<file path="src/design/fbi_cfg.svh">
// Constants for the fault blink indicator
`ifndef FBI_CFG_SVH
`define FBI_CFG_SVH

// ****************************************
// Timing
// ****************************************
`define FBI_CLK_HZ       10000000
`define FBI_PAUSE_MS     1000
`define FBI_ON_MS        200
`define FBI_OFF_MS       300
`define FBI_PAUSE_CYC    ((`FBI_CLK_HZ / 1000) * `FBI_PAUSE_MS)
`define FBI_ON_CYC       ((`FBI_CLK_HZ / 1000) * `FBI_ON_MS)
`define FBI_OFF_CYC      ((`FBI_CLK_HZ / 1000) * `FBI_OFF_MS)

// ****************************************
// Fault field layout
// ****************************************
`define FBI_NUM_FAULTS   6
`define FBI_CODE_W       3
`define FBI_CNT_W        24

`endif

</file>
<file path="src/design/fbi_pkg.sv">
// Types for the fault blink indicator
package fbi_pkg;
	typedef enum logic [1:0] {
		FBI_IDLE   = 2'b00,
		FBI_ON     = 2'b01,
		FBI_OFF    = 2'b10,
		FBI_PAUSE  = 2'b11
	} fbi_state_t;
endpackage

</file>
<file path="src/design/fbi_code_if.sv">
// Code selection carrier between latch and sequencer
`timescale 1ns/1ps
interface fbi_code_if;
	logic [2:0] code;
	logic       steady;
	modport src (output code, output steady);
	modport dst (input code, input steady);
endinterface

</file>
<file path="src/design/fbi_latch.sv">
// Fault latch and priority encoder
`timescale 1ns/1ps
`include "fbi_cfg.svh"
module fbi_latch
	import fbi_pkg::*;
#(
	parameter int NUM_FAULTS = `FBI_NUM_FAULTS
) (
	input  wire logic                  clk_i,
	input  wire logic                  rst_b_i,
	input  wire logic [NUM_FAULTS-1:0] fault_i,
	input  wire logic                  run_fail_i,
	input  wire logic                  learn_i,
	fbi_code_if.src                    code_o
);
	logic [NUM_FAULTS-1:0] latch_ff;
	logic [NUM_FAULTS-1:0] nxt_latch;
	logic                  fail_ff;
	logic                  nxt_fail;
	logic [2:0]            code_ff;
	logic [2:0]            nxt_code;

	// Latch faults; a fault present during learn survives, set beats clear
	always_comb begin
		nxt_latch = learn_i ? fault_i : (latch_ff | fault_i);
		nxt_fail  = learn_i ? run_fail_i : (fail_ff | run_fail_i);
		nxt_code  = 3'h0;
		// Scan downward so the lowest-numbered code ends up selected
		for (int i = NUM_FAULTS - 1; i >= 0; i--) begin
			if (nxt_latch[i]) begin
				nxt_code = 3'(i + 1);
			end
		end
	end

	always_ff @(posedge clk_i) begin
		if (!rst_b_i) begin
			latch_ff <= '0;
			fail_ff  <= 1'b0;
			code_ff  <= 3'h0;
		end else begin
			latch_ff <= nxt_latch;
			fail_ff  <= nxt_fail;
			code_ff  <= nxt_code;
		end
	end

	assign code_o.code   = code_ff;
	assign code_o.steady = fail_ff;
endmodule

</file>
<file path="src/design/fbi_top.sv">
// Fault blink indicator top: latch plus flash sequencer
`timescale 1ns/1ps
`include "fbi_cfg.svh"
module fbi_top
	import fbi_pkg::*;
#(
	parameter int PAUSE_CYC = `FBI_PAUSE_CYC,
	parameter int ON_CYC    = `FBI_ON_CYC,
	parameter int OFF_CYC   = `FBI_OFF_CYC
) (
	input  wire logic       clk_i,
	input  wire logic       rst_b_i,
	input  wire logic [5:0] fault_i,
	input  wire logic       run_fail_i,
	input  wire logic       learn_i,
	output logic            led_red_o
);
	// ****************************************
	// Fault latch
	// ****************************************
	fbi_code_if sel_if ();

	fbi_latch #(
		.NUM_FAULTS (`FBI_NUM_FAULTS)
	) u_latch (
		.clk_i      (clk_i),
		.rst_b_i    (rst_b_i),
		.fault_i    (fault_i),
		.run_fail_i (run_fail_i),
		.learn_i    (learn_i),
		.code_o     (sel_if)
	);

	// ****************************************
	// Flash sequencer
	// ****************************************
	fbi_state_t              state_ff;
	fbi_state_t              nxt_state;
	logic [`FBI_CNT_W-1:0]   tmr_ff;
	logic [`FBI_CNT_W-1:0]   nxt_tmr;
	logic [2:0]              flash_ff;
	logic [2:0]              nxt_flash;
	logic [2:0]              code_ff;
	logic [2:0]              nxt_code;
	logic                    led_ff;
	logic                    nxt_led;

	// Code is frozen per group so a change to another nonzero code never truncates a group mid-way
	always_comb begin
		nxt_state = state_ff;
		nxt_tmr   = tmr_ff;
		nxt_flash = flash_ff;
		nxt_code  = code_ff;
		nxt_led   = 1'b0;
		if (sel_if.steady) begin
			nxt_state = FBI_IDLE;
			nxt_led   = 1'b1;
		end else if (sel_if.code == 3'h0) begin
			nxt_state = FBI_IDLE;
		end else begin
			unique case (state_ff)
				FBI_IDLE: begin
					nxt_state = FBI_ON;
					nxt_code  = sel_if.code;
					nxt_flash = 3'h1;
					nxt_tmr   = `FBI_CNT_W'(ON_CYC - 1);
					nxt_led   = 1'b1;
				end
				FBI_ON: begin
					nxt_led = 1'b1;
					if (tmr_ff == '0) begin
						nxt_led = 1'b0;
						if (flash_ff == code_ff) begin
							nxt_state = FBI_PAUSE;
							nxt_tmr   = `FBI_CNT_W'(PAUSE_CYC - 1);
						end else begin
							nxt_state = FBI_OFF;
							nxt_tmr   = `FBI_CNT_W'(OFF_CYC - 1);
						end
					end else begin
						nxt_tmr = tmr_ff - 1'b1;
					end
				end
				FBI_OFF: begin
					if (tmr_ff == '0) begin
						nxt_state = FBI_ON;
						nxt_flash = flash_ff + 3'h1;
						nxt_tmr   = `FBI_CNT_W'(ON_CYC - 1);
						nxt_led   = 1'b1;
					end else begin
						nxt_tmr = tmr_ff - 1'b1;
					end
				end
				FBI_PAUSE: begin
					if (tmr_ff == '0) begin
						nxt_state = FBI_ON;
						nxt_code  = sel_if.code;
						nxt_flash = 3'h1;
						nxt_tmr   = `FBI_CNT_W'(ON_CYC - 1);
						nxt_led   = 1'b1;
					end else begin
						nxt_tmr = tmr_ff - 1'b1;
					end
				end
			endcase
		end
	end

	always_ff @(posedge clk_i) begin
		if (!rst_b_i) begin
			state_ff <= FBI_IDLE;
			tmr_ff   <= '0;
			flash_ff <= 3'h0;
			code_ff  <= 3'h0;
			led_ff   <= 1'b0;
		end else begin
			state_ff <= nxt_state;
			tmr_ff   <= nxt_tmr;
			flash_ff <= nxt_flash;
			code_ff  <= nxt_code;
			led_ff   <= nxt_led;
		end
	end

	assign led_red_o = led_ff;
endmodule

</file>
<file path="config.mk">
export PLATFORM = sky130hd
export DESIGN_NAME = fbi_top
export DESIGN_NICKNAME = d
export VERILOG_FILES = /design/src/design/fbi_pkg.sv /design/src/design/fbi_code_if.sv /design/src/design/fbi_latch.sv /design/src/design/fbi_top.sv
export VERILOG_INCLUDE_DIRS = /design/src /design/src/design
export SDC_FILE = /design/constraint.sdc
export NUM_CORES = 1
export LEC_CHECK = 0
export ABC_AREA = 0
export BUFFER_PORTS_ARGS = -buffer_cell sky130_fd_sc_hd__buf_4
export CAP_MARGIN = 25
export CORE_MARGIN = 4
export CORE_UTILIZATION = 55
export CTS_CLUSTER_SIZE = 30
export DETAILED_ROUTE_END_ITERATION = 10
export PLACE_DENSITY = 0.75
export SYNTH_ARGS = -nofsm -noshare
export SYNTH_HDL_FRONTEND = slang
export SYNTH_HIERARCHICAL = 1
export SYNTH_SLANG_ARGS = --single-unit
</file>
<file path="constraint.sdc">
create_clock -name clk_i -period 2 [get_ports clk_i]
set_clock_uncertainty 0.1 [all_clocks]
set_input_delay 0.1 -clock clk_i [delete_from_list [all_inputs] [get_ports clk_i]]
set_output_delay 0.1 -clock clk_i [all_outputs]
set_load 0.02 [all_outputs]
</file>
==> impl_metrics.env <==
export IMPL_netlist_area_mm2=0.002520
export IMPL_cpMaxStageDelayCell="nor4_4"
export IMPL_leakage_nw=1.215
export IMPL_vdd_ir_drop_worst_mv=0.5360
export IMPL_areaGrowthSynthToFinish_pct=27.90
export IMPL_timing_hold_violations_final=0
export IMPL_hp_class="primary input to flip-flop"
export IMPL_final_min_clock_period_ns=2.040
export IMPL_fillerInstances=319
export IMPL_max_freq_mhz=490.3
export IMPL_max_slew_headroom=0.6639
export IMPL_postSynthNetCount=310
export IMPL_cts_path_max_buffers=2
export IMPL_cp_data_arrival_time_ns=2.12
export IMPL_number_of_global_route_vias_before_repair=2261
export IMPL_final_hold_worst_slack_ns=0.004974
export IMPL_grt_ovfl_total=0
export IMPL_worstPathCellList="nor4_4, and4b_4, buf_4, a21boi_2, buf_4, o22ai_1, o211ai_1"
export IMPL_route_detailed_wl_per_inst_um=16.94
export IMPL_dominantRegCellSynth="dfxtp_1"
export IMPL_place_inst=384
export IMPL_critPathMaxStageDelay_ns=0.42
export IMPL_place_congestion=0.9400
export IMPL_crit_path_frequent_cell="buf_4"
export IMPL_drcViolationCount=0
export IMPL_worst_setup_path_type="flip-flop to flip-flop"
export IMPL_tritoncts="built"
export IMPL_violations_in_the_final_reports="negative setup slack"
export IMPL_most_common_layout_cells="buf_4 (49), dfxtp_1 (39), o21ai_0 (26)"
export IMPL_r2r_start="tmr_ff[7]"
export IMPL_gate_count_of_the_mapped_netlist=292
export IMPL_post_synth_cell_area_avg_um2=8.630
export IMPL_critPathTopFamily="simple AND/OR/NAND/NOR gates"
export IMPL_initial_antenna_violation_count=0
export IMPL_drt_total_wl_mm=6.792
export IMPL_die_height_um=75.69
export IMPL_core_area_mm2=0.004384
export IMPL_critical_path_n_buffers_inverters=2
export IMPL_crit_required_ns=2.08
export IMPL_detail_route_vias_per_cell=6.307
export IMPL_critPathCaptureType="flip-flop"
export IMPL_cts_buffers_inserted=5
export IMPL_synth_async_reset_ratio=0
export IMPL_synth_warning_count=6
export IMPL_most_common_library_cell_in_the_layout_ignoring_fill_and_taps="buf_4"
export IMPL_antenna_cell_count=0
export IMPL_initial_drt_pass_iterations=6
export IMPL_cellPowerDensity_mw_per_mm2=711.2
export IMPL_grt_total_usage=0.2446
export IMPL_grt_max_degree=25
export IMPL_drive_gt1_frac=0.3009
export IMPL_synth_enable_flop_cells=0
export IMPL_source_to_sink_clock_delay_at_the_later_pin_of_the_worst_skew_pair_ns=0.30
export IMPL_cts_sinks=43
export IMPL_initialDrtViolationCount=242
export IMPL_fin_crit_sh=1.020
export IMPL_detailedPlacementHpwl_mm=4.718
export IMPL_die_area_mm2=0.005729
export IMPL_regArea_um2=868.3
export IMPL_ios=11
export IMPL_first_pass_grt_wire_length_mm=10.65
export IMPL_final_core_utilization=0.7352
export IMPL_tns_ns=-0.04283
export IMPL_initial_utilization=0.5748
export IMPL_final_setup_worst_slack_ns=-0.03968
export IMPL_outcome="finished with violations"
export IMPL_critical_path_startpoint="tmr_ff[7]"
export IMPL_maxSlewViolCount=0
export IMPL_dieWidth_um=75.69
export IMPL_critPathLaunchType="flip-flop"
export IMPL_cts_htree_levels=2
export IMPL_placedInstanceArea_mm2=0.002897
export IMPL_multi_input_comb_area_mm2=0.001705
export IMPL_num_rows=24
export IMPL_netlist_cell_type_count=69
export IMPL_cts_root_buf="clkbuf_8"
export IMPL_worst_slew_pin_transition_ns=0.5015
export IMPL_finish_cell_count_without_fillers=401
export IMPL_area_share_of_the_largest_cell_type_after_synthesis=0.3416
export IMPL_synth_largest_area_cell="dfxtp_1"
export IMPL_detail_route_antenna_nets=0
export IMPL_p_total_mw=2.292
export IMPL_port_buffers=10
export IMPL_clkTransAtPathRegs_ns=0.08
export IMPL_place_worst_setup_slack_ns=-0.09447
export IMPL_hp_start="fault_i[4]"
export IMPL_seq_area_frac_synth=0.3416
export IMPL_synth_area_leaders="dfxtp_1 (34%), o21ai_0 (5.6%), a21oi_1 (4.4%)"
export IMPL_grt_setup_unrepaired="true"
export IMPL_crit_path_max_fanout=6
export IMPL_report_final_setup_viol=2
export IMPL_final_net_count=366
export IMPL_timing_max_cap_violations=0
export IMPL_final_design_area_no_fill_mm2=0.003223
export IMPL_vias=2529
export IMPL_synth_seq_cells=43
-- per-layer routing --
metal | vias up | wire length, um | GRT usage
li1 | 1209 | - | -
met1 | 1206 | 3020 | 0.3247
met2 | 98 | 3197 | 0.3835
met3 | 16 | 463 | 0.07388
met4 | 0 | 111 | 0.07379
met5 | - | 0 | 0
-- worst reg2reg max path: stages (launching register included) --
cell	delay, ns
dfxtp_4	0.37
nor4_4	0.42
and4b_4	0.38
buf_4	0.14
a21boi_2	0.04
buf_4	0.16
o22ai_1	0.19
o211ai_1	0.12
-- registers in the layout, indices dropped and copies added (netlist names) --
register               cells
tmr_ff                    24
u_latch/code_o.steady      1
flash_ff                   3
led_red_o                  1
u_latch/code_o.code        3
u_latch/latch_ff           6
code_ff                    3
state_ff                   2
-- worst paths after layout --
kind,endpoint,slack [ns],cells after the start
hold reg to reg,code_ff[1],0.40,2
setup / recovery,tmr_ff[21],-0.04,7
setup reg to reg,tmr_ff[21],-0.04,7
hold / removal,u_latch/latch_ff[4],0.005,3
-- cell usage after synthesis, types with 3 or more instances --
cell and instances:
xor2_1 4, o22ai_1 4, a21oi_1 22, ha_1 8, nor2_1 17, a21boi_0 3
clkbuf_1 3, inv_1 11, o211ai_1 7, nand4_1 4, nand2b_1 6, a211oi_1 4
xnor2_1 8, nor3_1 13, o21a_1 3, o31ai_1 4, nand3_1 14, nand2_1 20
o21ai_0 28, nor4_4 3, dfxtp_1 43, nor2b_1 5
-- area by class of cell --
type	count	area share
sequential	43	0.2694
timing repair buffer	57	0.1398
clock inverter	3	0.006211
inverter	12	0.01398
clock buffer	5	0.02135
multi-input combinational	229	0.5291
tap	52	0.02019
-- cell families (layout without fill, tap and decap cells) --
kind of cell | count (synthesis) | after routing | synth area share
AND/OR/NAND/NOR | 109 | 109 | 0.2617
AO/OA/AOI/OAI | 99 | 99 | 0.2721
flip-flops | 43 | 43 | 0.3416
buffers and inverters | 20 | 77 | 0.03922
XOR/XNOR | 12 | 12 | 0.04171
adder cells (fa/ha/maj) | 8 | 8 | 0.03972
multiplexers | 1 | 1 | 0.003972
-- timing repair --
| item | in CTS | in global routing |
|---|---|---|
| resized for setup | 4 | 37 |
| setup endpoints to repair | 18 | 32 |
| buffers inserted | 0 | 3 |
| hold buffers | 6 | 0 |
| pin swaps | 0 | 7 |
| endpoints found under the hold margin | 6 | 0 |
-- power by group --
part	leakage (nW)	switching, mW	internal, mW
Sequential	0.355	0.0606	0.912
Combinational	0.820	0.408	0.352
Clock	0.0402	0.317	0.243
Total	1.22	0.786	1.51
Note: power is estimated with default switching activity, not from simulation.
